[config.mk]
export PLATFORM = sky130hd
export DESIGN_NAME = sop_array
export DESIGN_NICKNAME = d
export VERILOG_FILES = /design/src/sop_array_pkg.sv /design/src/fuse_store.sv /design/src/sop_cell.sv /design/src/sop_array.sv
export SDC_FILE = /design/constraint.sdc
export NUM_CORES = 2
export LEC_CHECK = 0
export BUFFER_PORTS_ARGS = -buffer_cell sky130_fd_sc_hd__buf_4
export CAP_MARGIN = 20
export CORE_ASPECT_RATIO = 0.7
export CORE_MARGIN = 2
export CORE_UTILIZATION = 58
export DETAILED_ROUTE_END_ITERATION = 12
export PLACE_DENSITY = 0.76
export REMOVE_ABC_BUFFERS = 1
export SYNTH_ARGS = -nofsm -noshare
export SYNTH_HDL_FRONTEND = slang
export SYNTH_SLANG_ARGS = --single-unit
[constraint.sdc]
create_clock -name hclk -period 2.1 [get_ports hclk]
set_input_delay 0.21 -clock hclk [delete_from_list [all_inputs] [get_ports hclk]]
set_output_delay 0.21 -clock hclk [all_outputs]
set_load 0.005 [all_outputs]
[src/sop_array_pkg.sv]
// package: constants and types shared by the registered sum-of-products array
`default_nettype none
package sop_array_pkg;
  localparam int NUM_OUT       = 8;
  localparam int NUM_DIN       = 12;
  localparam int NUM_COL       = 20;
  localparam int LIT_W         = 40;
  localparam int NUM_TERMS     = 64;
  localparam int TERMS_PER_OUT = 8;
  localparam int CELL_W        = TERMS_PER_OUT * LIT_W;
  localparam int FUSE_W        = NUM_TERMS * LIT_W;
  localparam int NUM_PINS      = NUM_DIN + 2 + NUM_OUT;

  localparam logic [11:0] CTRL_OFS  = 12'h000;
  localparam logic [11:0] POL_OFS   = 12'h004;
  localparam logic [11:0] PMASK_OFS = 12'h008;
  localparam logic [11:0] STATE_OFS = 12'h00C;
  localparam logic [11:0] INFO_OFS  = 12'h010;
  localparam logic [11:0] FUSE_BASE = 12'h100;
  localparam logic [11:0] FUSE_LAST = 12'h2FC;

  localparam int CTRL_PRELOAD_BIT = 0;
  localparam int CTRL_SECURE_BIT  = 1;

  localparam logic [7:0]  POL_RESET   = 8'hFF;
  localparam logic [7:0]  PMASK_RESET = 8'h00;
  localparam logic [7:0]  STATE_RESET = 8'h00;
  localparam logic [39:0] FUSE_RESET  = 40'hFF_FFFF_FFFF;
  localparam logic [31:0] WORD_ONES   = 32'hFFFF_FFFF;
  localparam logic [7:0]  BYTE_ONES   = 8'hFF;

  typedef enum logic [1:0] {
    VAR_COMB = 2'h0,
    VAR_R8   = 2'h1,
    VAR_R6   = 2'h2,
    VAR_R4   = 2'h3
  } variant_type;

  typedef enum logic [3:0] {
    BUS_IDLE    = 4'h1,
    BUS_WRITE   = 4'h2,
    BUS_RD_WAIT = 4'h4,
    BUS_RD_DONE = 4'h8
  } bus_state_type;

  // registered outputs sit in the middle of the output row, except that VAR_R8 registers all eight
  function automatic logic [7:0] reg_mask(input variant_type v);
    case (v)
      VAR_R8:  reg_mask = 8'hFF;
      VAR_R6:  reg_mask = 8'h7E;
      VAR_R4:  reg_mask = 8'h3C;
      default: reg_mask = 8'h00;
    endcase
  endfunction: reg_mask
endpackage: sop_array_pkg
`default_nettype wire

[src/fuse_store.sv]
// module: fuse map of the and array, one word per product term
`default_nettype none
module fuse_store (
  input  wire logic                              hclk,
  input  wire logic                              hresetn,
  input  wire logic                              we,
  input  wire logic [5:0]                        wr_term,
  input  wire logic                              wr_hi,
  input  wire logic [31:0]                       wr_data,
  input  wire logic                              rd_en,
  input  wire logic [5:0]                        rd_term,
  output logic      [sop_array_pkg::LIT_W-1:0]   rd_data_q,
  output logic      [sop_array_pkg::FUSE_W-1:0]  fuses
);
  // a write can only open links; a blown fuse is restored only by reset
  logic [sop_array_pkg::LIT_W-1:0] blow_mask;
  assign blow_mask = wr_hi ? {wr_data[7:0], sop_array_pkg::WORD_ONES}
                           : {sop_array_pkg::BYTE_ONES, wr_data};

  for (genvar g = 0; g < sop_array_pkg::NUM_TERMS; g++) begin : g_word
    logic [sop_array_pkg::LIT_W-1:0] word_q;
    always_ff @(posedge hclk or negedge hresetn) begin
      if (!hresetn) begin
        word_q <= sop_array_pkg::FUSE_RESET;
      end else if (we && wr_term == 6'(g)) begin
        word_q <= word_q & blow_mask;
      end
    end
    assign fuses[g*sop_array_pkg::LIT_W +: sop_array_pkg::LIT_W] = word_q;
  end

  always_ff @(posedge hclk or negedge hresetn) begin
    if (!hresetn) begin
      rd_data_q <= '0;
    end else if (rd_en) begin
      rd_data_q <= fuses[rd_term*sop_array_pkg::LIT_W +: sop_array_pkg::LIT_W];
    end
  end
endmodule: fuse_store
`default_nettype wire

[src/sop_cell.sv]
// module: eight product terms and the fixed or gate of one output
`default_nettype none
module sop_cell (
  input  wire logic [sop_array_pkg::CELL_W-1:0] fuses,
  input  wire logic [sop_array_pkg::LIT_W-1:0]  lits,
  input  wire logic                             registered,
  output logic                                  sum,
  output logic                                  enable_term
);
  logic [sop_array_pkg::TERMS_PER_OUT-1:0] terms;

  // an intact link ties its literal into the and; all intact gives x & ~x
  for (genvar j = 0; j < sop_array_pkg::TERMS_PER_OUT; j++) begin : g_term
    assign terms[j] = &(lits | ~fuses[j*sop_array_pkg::LIT_W +: sop_array_pkg::LIT_W]);
  end

  // combinational outputs spend their first term on the enable
  assign sum         = registered ? |terms : |terms[7:1];
  assign enable_term = terms[0];
endmodule: sop_cell
`default_nettype wire

[src/sop_array.sv]
// module: registered sum-of-products array with ahb-lite fuse access
//
// Implementation choices: register access over AHB-Lite and the placing of the registers.
`default_nettype none
module sop_array #(
  parameter sop_array_pkg::variant_type VARIANT = sop_array_pkg::VAR_R8
) (
  input  wire logic        hclk,
  input  wire logic        hresetn,
  input  wire logic        hsel,
  input  wire logic [31:0] haddr,
  input  wire logic [1:0]  htrans,
  input  wire logic        hwrite,
  input  wire logic [2:0]  hsize,
  input  wire logic [31:0] hwdata,
  input  wire logic        hready,
  output logic             hreadyout,
  output logic      [31:0] hrdata,
  output logic             hresp,
  input  wire logic [11:0] in_pin,
  input  wire logic        clk_pin,
  input  wire logic        oe_n_pin,
  input  wire logic [7:0]  out_i,
  output logic      [7:0]  out_o,
  output logic      [7:0]  out_oe
);
  localparam logic [7:0] REGM = sop_array_pkg::reg_mask(VARIANT);
  localparam logic       IS_COMB = (VARIANT == sop_array_pkg::VAR_COMB);

  // pin synchronisers
  logic [sop_array_pkg::NUM_PINS-1:0] pin_meta_q;
  logic [sop_array_pkg::NUM_PINS-1:0] pin_sync_q;
  logic                               clk_prev_q;
  logic [11:0]                        din;
  logic                               clk_s;
  logic                               oe_n_s;
  logic [7:0]                         fb_pin;
  logic                               clk_rise;

  // array
  logic [sop_array_pkg::NUM_COL-1:0]  col;
  logic [sop_array_pkg::LIT_W-1:0]    lit;
  logic [sop_array_pkg::FUSE_W-1:0]   fuses;
  logic [7:0]                         sum;
  logic [7:0]                         en_term;
  logic [7:0]                         q_q;
  logic [7:0]                         q_d;

  // software state
  logic                               preload_q;
  logic                               secure_q;
  logic [7:0]                         pol_q;
  logic [7:0]                         pmask_q;

  // bus
  sop_array_pkg::bus_state_type       state_q;
  logic [11:0]                        addr_q;
  logic                               accept;
  logic                               wr_fire;
  logic                               rd_fire;
  logic                               is_fuse;
  logic [11:0]                        fuse_ofs;
  logic [39:0]                        fuse_rd;
  logic [31:0]                        reg_rd;
  logic [31:0]                        rd_reg_q;

  always_ff @(posedge hclk or negedge hresetn) begin
    if (!hresetn) begin
      pin_meta_q <= '0;
      pin_sync_q <= '0;
      clk_prev_q <= 1'b0;
    end else begin
      pin_meta_q <= {out_i, oe_n_pin, clk_pin, in_pin};
      pin_sync_q <= pin_meta_q;
      clk_prev_q <= pin_sync_q[12];
    end
  end

  assign din      = pin_sync_q[11:0];
  assign clk_s    = pin_sync_q[12];
  assign oe_n_s   = pin_sync_q[13];
  assign fb_pin   = pin_sync_q[21:14];
  assign clk_rise = clk_s & ~clk_prev_q;

  // columns 0..11 dedicated inputs, 12..19 one feedback per output, except that the combinational variant puts clk_s on 12 and oe_n_s on 19
  assign col[11:0] = din;
  for (genvar k = 0; k < sop_array_pkg::NUM_OUT; k++) begin : g_out
    if (IS_COMB && k == 0) begin : g_in12
      assign col[12+k] = clk_s;
    end else if (IS_COMB && k == 7) begin : g_in13
      assign col[12+k] = oe_n_s;
    end else if (REGM[k]) begin : g_regfb
      assign col[12+k] = q_q[k];
    end else begin : g_pinfb
      // a pin whose enable term stays false acts as a plain input
      assign col[12+k] = fb_pin[k];
    end

    sop_cell u_cell (
      .fuses       (fuses[k*sop_array_pkg::CELL_W +: sop_array_pkg::CELL_W]),
      .lits        (lit),
      .registered  (REGM[k]),
      .sum         (sum[k]),
      .enable_term (en_term[k])
    );

    // polarity fuse; a set pol_q bit makes a registered pin invert its flip-flop state and a combinational pin pass its sum
    assign out_o[k] = REGM[k] ? (pol_q[k] ? ~q_q[k] : q_q[k])
                              : (pol_q[k] ? sum[k] : ~sum[k]);
    // preload floats registered pins so the tester can drive them
    assign out_oe[k] = REGM[k] ? (~oe_n_s & ~preload_q)
                               : en_term[k];
  end

  for (genvar c = 0; c < sop_array_pkg::NUM_COL; c++) begin : g_lit
    assign lit[2*c]   = col[c];
    assign lit[2*c+1] = ~col[c];
  end

  // output registers
  always_comb begin
    q_d = q_q;
    if (clk_rise) begin
      if (preload_q) begin
        // the pin level is the image the register will show afterwards
        q_d = (q_q & ~pmask_q) | (pmask_q & (pol_q ~^ ~fb_pin));
      end else begin
        q_d = sum;
      end
    end
    q_d = q_d & REGM;
  end

  always_ff @(posedge hclk or negedge hresetn) begin
    if (!hresetn) begin
      q_q <= sop_array_pkg::STATE_RESET;
    end else begin
      q_q <= q_d;
    end
  end

  // ahb-lite slave: reads take one wait state for the fuse read port
  assign accept   = hsel & htrans[1] & hready;
  assign wr_fire  = (state_q == sop_array_pkg::BUS_WRITE);
  assign rd_fire  = (state_q == sop_array_pkg::BUS_RD_WAIT);
  assign fuse_ofs = addr_q - sop_array_pkg::FUSE_BASE;
  assign is_fuse  = (addr_q >= sop_array_pkg::FUSE_BASE) &&
                    (addr_q <= sop_array_pkg::FUSE_LAST);

  always_ff @(posedge hclk or negedge hresetn) begin
    if (!hresetn) begin
      state_q <= sop_array_pkg::BUS_IDLE;
    end else begin
      case (state_q)
        sop_array_pkg::BUS_RD_WAIT: begin
          state_q <= sop_array_pkg::BUS_RD_DONE;
        end
        sop_array_pkg::BUS_IDLE,
        sop_array_pkg::BUS_WRITE,
        sop_array_pkg::BUS_RD_DONE: begin
          if (accept) begin
            state_q <= hwrite ? sop_array_pkg::BUS_WRITE : sop_array_pkg::BUS_RD_WAIT;
          end else begin
            state_q <= sop_array_pkg::BUS_IDLE;
          end
        end
        default: begin
          state_q <= sop_array_pkg::BUS_IDLE;
        end
      endcase
    end
  end

  // upper address bits are not decoded, so the map repeats every 4 KiB
  always_ff @(posedge hclk or negedge hresetn) begin
    if (!hresetn) begin
      addr_q <= '0;
    end else if (accept) begin
      addr_q <= {haddr[11:2], 2'b00};
    end
  end

  always_ff @(posedge hclk or negedge hresetn) begin
    if (!hresetn) begin
      preload_q <= 1'b0;
      secure_q  <= 1'b0;
    end else if (wr_fire && addr_q == sop_array_pkg::CTRL_OFS) begin
      preload_q <= hwdata[sop_array_pkg::CTRL_PRELOAD_BIT];
      // protection can only be set; only reset clears it
      secure_q  <= secure_q | hwdata[sop_array_pkg::CTRL_SECURE_BIT];
    end
  end

  always_ff @(posedge hclk or negedge hresetn) begin
    if (!hresetn) begin
      pol_q <= sop_array_pkg::POL_RESET;
    end else if (wr_fire && addr_q == sop_array_pkg::POL_OFS) begin
      pol_q <= hwdata[7:0];
    end
  end

  always_ff @(posedge hclk or negedge hresetn) begin
    if (!hresetn) begin
      pmask_q <= sop_array_pkg::PMASK_RESET;
    end else if (wr_fire && addr_q == sop_array_pkg::PMASK_OFS) begin
      pmask_q <= hwdata[7:0] & REGM;
    end
  end

  fuse_store u_fuses (
    .hclk      (hclk),
    .hresetn   (hresetn),
    .we        (wr_fire & is_fuse),
    .wr_term   (fuse_ofs[8:3]),
    .wr_hi     (fuse_ofs[2]),
    .wr_data   (hwdata),
    .rd_en     (rd_fire & is_fuse),
    .rd_term   (fuse_ofs[8:3]),
    .rd_data_q (fuse_rd),
    .fuses     (fuses)
  );

  always_comb begin
    reg_rd = '0;
    case (addr_q)
      sop_array_pkg::CTRL_OFS:  reg_rd = {30'h0000_0000, secure_q, preload_q};
      sop_array_pkg::POL_OFS:   reg_rd = {24'h00_0000, pol_q};
      sop_array_pkg::PMASK_OFS: reg_rd = {24'h00_0000, pmask_q};
      sop_array_pkg::STATE_OFS: reg_rd = {8'h00, out_oe, out_o, q_q};
      sop_array_pkg::INFO_OFS:  reg_rd = {16'h0000, REGM, 6'h00, VARIANT};
      default:                  reg_rd = '0;
    endcase
  end

  always_ff @(posedge hclk or negedge hresetn) begin
    if (!hresetn) begin
      rd_reg_q <= '0;
    end else if (rd_fire) begin
      rd_reg_q <= reg_rd;
    end
  end

  always_comb begin
    hrdata = '0;
    if (state_q == sop_array_pkg::BUS_RD_DONE) begin
      if (!is_fuse) begin
        hrdata = rd_reg_q;
      end else if (!secure_q) begin
        hrdata = fuse_ofs[2] ? {24'h00_0000, fuse_rd[39:32]} : fuse_rd[31:0];
      end
    end
  end

  assign hreadyout = (state_q != sop_array_pkg::BUS_RD_WAIT);
  assign hresp     = 1'b0;

  // checks
  a_reg_capture: assert property (@(posedge hclk) disable iff (!hresetn)
    clk_rise && !preload_q |=> (q_q & REGM) == ($past(sum) & REGM))
    else $error("register did not capture its sum on clock rise");

  a_reg_hold: assert property (@(posedge hclk) disable iff (!hresetn)
    !clk_rise |=> q_q == $past(q_q))
    else $error("register changed without a clock rise");

  a_reg_enable: assert property (@(posedge hclk) disable iff (!hresetn)
    ##2 ((out_oe & REGM) == ((!$past(oe_n_pin, 2) && !preload_q) ? REGM : 8'h00)))
    else $error("registered enables do not follow the enable pin");

  a_comb_enable: assert property (@(posedge hclk) disable iff (!hresetn)
    ((out_oe & ~REGM) == (en_term & ~REGM)))
    else $error("combinational output driven without its enable term");

  a_pin_invert: assert property (@(posedge hclk) disable iff (!hresetn)
    ((out_o & REGM & pol_q) == (~q_q & REGM & pol_q)))
    else $error("registered pin is not the complement of its state");

  a_feedback_path: assert property (@(posedge hclk) disable iff (!hresetn)
    ((col[19:12] & REGM) == (q_q & REGM)))
    else $error("register state missing from array feedback");

  a_reset_clear: assert property (@(posedge hclk)
    $rose(hresetn) |-> (q_q == 8'h00) && ((out_o & REGM) == REGM))
    else $error("registers not clear after power-on");

  a_virgin_off: assert property (@(posedge hclk)
    $rose(hresetn) |-> (sum == 8'h00) && (en_term == 8'h00) && (pol_q == 8'hFF))
    else $error("virgin array has an active term");

  a_secure_read: assert property (@(posedge hclk) disable iff (!hresetn)
    state_q == sop_array_pkg::BUS_RD_DONE && is_fuse && secure_q |-> hrdata == 32'h0000_0000)
    else $error("protected fuse map was read back");

  a_preload_load: assert property (@(posedge hclk) disable iff (!hresetn)
    clk_rise && preload_q |=>
      (q_q & $past(pmask_q)) == ($past(pol_q ~^ ~fb_pin) & $past(pmask_q)))
    else $error("preload did not take the pin level");

  a_read_wait: assert property (@(posedge hclk) disable iff (!hresetn)
    accept && !hwrite |=> !hreadyout ##1 hreadyout)
    else $error("read wait state is not exactly one cycle");

  c_preload: cover property (@(posedge hclk) disable iff (!hresetn)
    clk_rise && preload_q && pmask_q != 8'h00);
  c_fuse_write: cover property (@(posedge hclk) disable iff (!hresetn)
    wr_fire && is_fuse);
  c_clocked_drive: cover property (@(posedge hclk) disable iff (!hresetn)
    clk_rise && !preload_q && (out_oe & REGM) != 8'h00);
  c_comb_drive: cover property (@(posedge hclk) disable iff (!hresetn)
    (out_oe & ~REGM) != 8'h00);
endmodule: sop_array
`default_nettype wire

== Yosys cells after proc, flatten, opt, wreduce, memory -nomap -nowiden ==
Index checks and enable logic that the tools add are counted.
Storage, ports and cells
  register bits after elaboration: 2717
  bits in latches: 0
  RAM bits: 0
  ROM bits: 0
  bits of input ports: 96
  output and inout bits: 50
  word-level logic and storage cells: 542
  memories kept: 0
Cells by class
  $add $sub $neg: 1
  multiply operators: 1
  divide/modulo/power cells: 0
  $lt $le $gt $ge: 2
  eq/ne operators: 72
  shift operators: 1
  mux-type cells: 18
  bitwise gates (word level): 228
  reduce and logical (&&, ||, !) cells: 143
Operator list (number)
  $and A40 B40 Y40: 64
  $not A40 Y40: 64
  $or A40 B40 Y40: 64
  $reduce_and A40 Y1: 64
  $shiftx A2560 B13 Y40: 1
  $eq A6 B6 Y1 const B: 32
  $mux W32: 4
  $pmux W24 S5: 1
  $eq A6 B5 Y1 const B: 16
  $logic_and A1 B1 Y1: 68
  $reduce_or A8 Y1: 8
  $eq A6 B4 Y1 const B: 8
  $mux W40: 1
  $eq A6 B3 Y1 const B: 4
  $not A1 Y1: 23
  $eq A10 B2 Y1 const B: 2
  $and A8 B8 Y8: 2
  $not A8 Y8: 2
  $eq A6 B2 Y1 const B: 2
  $ge A12 B9 Y1 const B: 1
  $le A12 B10 Y1 const B: 1
  $logic_not A12 Y1: 1
  $eq A10 B1 Y1 const B: 1
  $eq A10 B3 Y1 const B: 1
  other kinds (18): 31

== Longest topological paths before layout ==
  word-level depth: 5
  gate-level depth with buffers: 10
  depth with buffers taken out: 7

== Modules after synthesis ==
A second synthesis with hierarchy kept.
Second synthesis, totals
  cell total of the unflattened synthesis: 10752
  area total of the unflattened synthesis: 131662.5 µm²
Modules (own cells, without submodules)
  fuse_store: times used 1, cells each 7984, area each 110872.6 µm², sequential area each 68265.5 µm²
  sop_cell: times used 8, cells each 294, area each 2035.7 µm², sequential area each 0.0 µm²
  sop_array: times used 1, cells each 416, area each 4504.3 µm², sequential area each 2563.7 µm²

== Worst setup path after synthesis ==
Ideal clock, no wire load.
  path type: reg2reg
  start point: register addr_q[4]
  end point: register u_fuses.rd_data_q[29] (netlist name)
  setup time: 138 ps
  arrival time: 2123 ps
  data required time: 1962 ps
  setup slack: -161 ps
  cell stages (with the launch flop): 8
  path buffers: 3
  cell sequence: dfrtp_1 -> buf_2 -> buf_2 -> buf_1 -> mux4_2 -> mux4_2 -> o211ai_1 -> o211ai_1
On the way
  longest elaborated chain between the ends: 3
  elaborated cells between the ends (all ways): 7
  those cells by class: add/sub (1); mul (1); order compare (2); shift (1); bitwise (1); reduce/logical (1)
Ends and longest elaborated chain
  from (decl): RTL line sop_array.sv:57  | logic [11:0] addr_q;
  from (signal assigned): RTL line sop_array.sv:179  | addr_q <= {haddr[11:2], 2'b00};
  $sub A9 B9 Y9, or another cell as far along: RTL line sop_array.sv:146  | assign fuse_ofs = addr_q - sop_array_pkg::FUSE_BASE;
  $mul A6 B3 Y9 / $logic_and A1 B1 Y1 (equally long branches): RTL line fuse_store.sv:36, sop_array.sv:147
  $shiftx A2560 B13 Y40 / $and A1 B1 Y1 (equally long branches): RTL line fuse_store.sv:36, sop_array.sv:217
  to (signal assigned): RTL line fuse_store.sv:36  | rd_data_q <= fuses[rd_term*sop_array_pkg::LIT_W +: sop_array_pkg::LIT_W];
  to (decl): RTL line fuse_store.sv:12  | output logic [sop_array_pkg::LIT_W-1:0] rd_data_q,
Parallel ways exist; a longest one is shown, timed or not.
A chain may end at the register's enable or synchronous reset.

== Worst setup path in the final report ==
  start point: register addr_q[4]
  end point: register u_fuses.rd_data_q[20] (netlist name)
The elaborated chain is that of the path after synthesis.

==> impl_summary.md <==
Logic synthesis
Sorting the synthesized cells by area gives the leading types as sky130_fd_sc_hd__dfstp_2, sky130_fd_sc_hd__a21boi_0, sky130_fd_sc_hd__mux4_2. The share of the Yosys chip area taken by registers is 0.538. The number of different library cells in the post-synthesis netlist is 48. In this run, synthesis inferred 0 flip-flops with an integrated enable.

The commonest cells after synthesis are sky130_fd_sc_hd__dfstp_2, sky130_fd_sc_hd__a21boi_0, sky130_fd_sc_hd__mux2i_1. The share of synthesized flip-flops with an asynchronous set or reset is 1.00. The mapped netlist covers around 130,000 um^2. The synthesized design contains around 2.7k register bits. The cell taking the most area after synthesis is sky130_fd_sc_hd__dfstp_2.

The top cell type's share of synthesized area is 0.513. The most numerous cell in the Yosys netlist is sky130_fd_sc_hd__dfstp_2. The synthesized area per cell is around 14 um^2. For this run, the leading register cell type out of synthesis is sky130_fd_sc_hd__dfstp_2. The number of warnings issued by yosys is 0.

The cell count after synthesis came out at about 9.4k.

GRT
The initial antenna violation count is 46. The met3 usage in global routing is 0.274. The number of global-route vias before repair is approximately 100k.

Global routing finished with a remaining overflow of 0. The met1 layer usage reported by global route is 0.615. The met2 demand-to-capacity share in global routing is 0.612. The largest net degree at the start of global routing is around 90.

In this run the most used layer during global routing was met1. The first global-routing pass estimated 776,000 um of wire. The global-route usage over all layers is 0.473.

Floorplanning
Measured along the x axis, the die boundary spans approximately 570 um. The initialized floorplan defines around 150 standard-cell rows. The vertical extent of the die is a little over 400 um. The full die area is between 200,000 and 250,000 um^2. The number of placed I/O pins is about 150. The core box area is between 200,000 and 250,000 um^2.

For this configuration, the core starts out at a cell density of 0.583.

Detailed routing
The count of TritonRoute iterations in the first routing pass is 8. Summed over all layers, the routed wires come to 563,000 um. The wire length per cell is around 40 um.

The detailed router finished its first iteration with approximately 16k violations. The routed via count divided by cell count is ~7.3. The total number of vias is ~100k. The count of antenna-violating nets left after detailed routing is 0.

In the routed design, unresolved DRC markers number 0.

Clock tree
The cell at the root of the clock tree is sky130_fd_sc_hd__clkbuf_16. The clock slew seen by the registers of the worst setup and hold paths is 60 ps. The source-to-sink clock delay at the later pin of the worst-skew pair is 890 ps.

The clock passes through at most 4 buffers. CTS built an H-tree with a depth of 5. The count of clock tree sinks is approximately 2.7k. The clock tree from TritonCTS is built. Buffers inserted during clock tree synthesis total 274.

Placed design
Including well taps, the total number of placed cells is around 13k. The count of input and output buffers is 118. The half-perimeter wire length after placement is between 300,000 and 400,000 um. Routability-driven placement finished with a final weighted congestion of about 1.1.

Critical path
Of all nets on the critical path, the largest fanout is 44. The kind of launch point of the worst setup path is a flop. Walking the worst path, the cells encountered are buf_12 > buf_12 > buf_16 > mux4_2 > mux4_2 > o211ai_1 > buf_4 > o211ai_1. For flop-to-flop paths, the worst setup slack is -1180 ps. The worst reg2reg path endpoint is u_fuses.rd_data_q[20].

The slowest stage of the critical path is the sky130_fd_sc_hd__mux4_2 cell. The critical path is of the flop to flop type. At the worst endpoint, the required time is approximately 2800 ps. The delay of the slowest cell on the worst path is approximately 630 ps. STA puts the critical path data arrival time at approximately 4000 ps. STA classifies the critical path endpoint as a flop.

In this run the critical register-to-register path is launched from addr_q[4]. The number of cells on the worst reg-to-reg path is 8.

Power
The share of total power consumed by net switching is 0.283. The analysis attributes to net switching a power of around 36 mW. Power comes to ~130 mW.

The power per cell area is around 760 nW/um^2. The leakage dissipation is 66.1 nW. Internal power comes to around 90 mW.

The maximum vdd ir drop is 0.905 mV. The share of total power dissipated in sequential elements is 0.417. The share of total power in combinational logic is 0.183. The share of total power dissipated in the clock network is 0.400.

Run status
The run finished, with violations left. The final reports fail on setup timing.

Min path
The worst hold path begins at out_i[4]. In this run the worst hold path is classified as primary input to flop. Counting instances, the worst hold path has a depth of 2.

For hold timing, the worst endpoint is pin_meta_q[18].

Job
The tool flagged a number of max-cap violations equal to 0.

Finish
The count of fill cells added during filler insertion is approximately 14k. The final-stage net count is 11.0k. The combined area of the multi-input logic cells is about 60,000 um^2. The growth of design area from synthesis to finish is 26.5%. Once layout is complete, the cells apart from fillers number about 14k. In the final layout, flip-flops and latches occupy slightly above 70,000 um^2. Of the cells placed in the final design, the portion with a size suffix greater than 1 is 0.569.

STA
The final hold violation count was 0. The number of endpoints failing setup at the final stage is roughly 2.7k. The slew at the pin closest to its max-slew limit is just over 900 ps. The headroom to the max-slew limit is 0.396. The final worst-path setup slack is -1180 ps. Setup repair after global routing could not meet its margin everywhere. The number of pins with negative max-slew slack in the final report was 0.

The hold slack is 7.78 ps. The maximum clock skew at final layout is about 48 ps. Dividing the final minimum period by the clock period gives 1.56. The worst path in the final design needs a cycle of roughly 3300 ps, including I/O delays and setup.

For this run, the top clock speed supported by timing is ~0.30 GHz.
==> per-layer routing <==
metal / wire (um) / share of wire / up-vias
li1: - / - / 38696
met1: 194000 / 0.34 / 54024
met2: 218000 / 0.39 / 9270
met3: 107000 / 0.19 / 2116
met4: 42600 / 0.076 / 58
met5: 1140 / 0.0020 / -
==> power groups by stage <==
stage	sequential (mW)	combinational [mW]	clock, mW
finish	52.9	23.2	50.7
global route	52.9	23.2	52.5
CTS	52.9	20.8	50.4
detailed placement	53.7	18.3	0
global placement	53.7	18.0	0
floorplan	55.1	4.86	0
==> state kept, by name (all words and copies together), names as in the netlist, 8 cells and up, named ones only <==
register / cells
pol_q: 8
rd_reg_q: 17
pin_meta_q: 22
u_fuses.rd_data_q: 40
u_fuses.g_word.word_q: 2560
pin_sync_q: 22
pmask_q: 8
addr_q: 10
==> timing repair <==
action,CTS,global route
endpoints found under the setup margin,2690,2691
cloned,26,22
hold endpoints to repair,1735,0
hold buffers,86,0
pin swaps,134,144
resized for setup,512,364
buffers inserted,156,152
==> layout by cell type, fill, tap and decap left out, types with 26 or more instances in the layout <==
| master | netlist | final |
|---|---|---|
| sky130_fd_sc_hd__clkbuf_16 | 0 | 306 |
| sky130_fd_sc_hd__mux4_2 | 761 | 761 |
| sky130_fd_sc_hd__dfrtp_4 | 0 | 26 |
| sky130_fd_sc_hd__nor2_2 | 1 | 55 |
| sky130_fd_sc_hd__buf_12 | 0 | 365 |
| sky130_fd_sc_hd__o211ai_1 | 77 | 77 |
| sky130_fd_sc_hd__buf_16 | 0 | 44 |
| sky130_fd_sc_hd__clkbuf_1 | 410 | 55 |
| sky130_fd_sc_hd__dlygate4sd3_1 | 0 | 86 |
| sky130_fd_sc_hd__mux2i_4 | 0 | 50 |
| sky130_fd_sc_hd__buf_8 | 0 | 43 |
| sky130_fd_sc_hd__dfstp_2 | 2569 | 2569 |
| sky130_fd_sc_hd__mux2_2 | 39 | 38 |
| sky130_fd_sc_hd__nor2_4 | 0 | 50 |
| sky130_fd_sc_hd__mux2i_2 | 0 | 65 |
| sky130_fd_sc_hd__nand2_1 | 92 | 76 |
| sky130_fd_sc_hd__mux2i_1 | 1393 | 1278 |
| sky130_fd_sc_hd__clkinv_2 | 0 | 51 |
| sky130_fd_sc_hd__nand4_1 | 319 | 319 |
| sky130_fd_sc_hd__a22oi_1 | 41 | 33 |
| sky130_fd_sc_hd__nor3_2 | 1 | 35 |
| sky130_fd_sc_hd__buf_6 | 7 | 146 |
| sky130_fd_sc_hd__diode_2 | 0 | 28 |
| sky130_fd_sc_hd__dfrtp_1 | 133 | 105 |
| sky130_fd_sc_hd__or3_1 | 50 | 29 |
| sky130_fd_sc_hd__a21boi_1 | 0 | 46 |
| sky130_fd_sc_hd__clkbuf_8 | 0 | 49 |
| sky130_fd_sc_hd__a21boi_0 | 2567 | 2520 |
| sky130_fd_sc_hd__buf_4 | 51 | 1462 |
==> per-stage QoR <==
| step | setup TNS, ps | util | setup slack (ps) | instance area (um^2) |
|---|---|---|---|---|
| 2_1_floorplan | - | - | -26580 | 127000 |
| 3_3_place_gp | -1011530 | 0.661 | -1200 | 149000 |
| 3_5_place_dp | -1092380 | 0.661 | -1180 | 149000 |
| 4_1_cts | -821500 | 0.724 | -903 | 164000 |
| 5_1_grt | -1179010 | 0.737 | -1090 | 166000 |
| 6_report | -1192360 | 0.737 | -1180 | 166000 |
==> layout make-up <==
cell class              count  area share
clock buffers             390      0.0483
clock inverters            87     0.00555
inverters                   4    0.000105
repair buffers           2173       0.140
diodes                     28    0.000421
well taps                3034      0.0228
multi-input cells        5763       0.357
flip-flops and latches   2702       0.426
==> worst max-delay path: cells and delay by family (launching register included) <==
family,cells,cell delay (ps)
multiplexers,2,1060
buffers and inverters,4,860
AO/OA/AOI/OAI,2,710
flip-flops,1,460
==> logic make-up (layout without fill, tap and decap cells) <==
kind of cell | count (synthesis) | count (layout) | synth area share
compound gates | 2783 | 2783 | 0.158
flops | 2702 | 2702 | 0.538
mux | 2193 | 2193 | 0.240
buf+inv | 911 | 2654 | 0.0315
simple gates | 768 | 768 | 0.0318
xor+xnor | 18 | 18 | 0.00120
other cells | 1 | 29 | 0.0000285
==> worst max-delay path by stage <==
stage / start / endpoint / slack (ps) / cells past startpoint
detailed placement: addr_q[3] / u_fuses.rd_data_q[38] / -1180 / 8
floorplan: addr_q[3] / u_fuses.g_word[51].word_q[38] / -26580 / 3
finish: addr_q[4] / u_fuses.rd_data_q[20] / -1180 / 8
global route: addr_q[4] / u_fuses.rd_data_q[20] / -1090 / 8
global placement: addr_q[3] / u_fuses.rd_data_q[17] / -1200 / 7
CTS: addr_q[3] / u_fuses.rd_data_q[30] / -900 / 6
No activity file was read; power rests on OpenSTA's default activity.
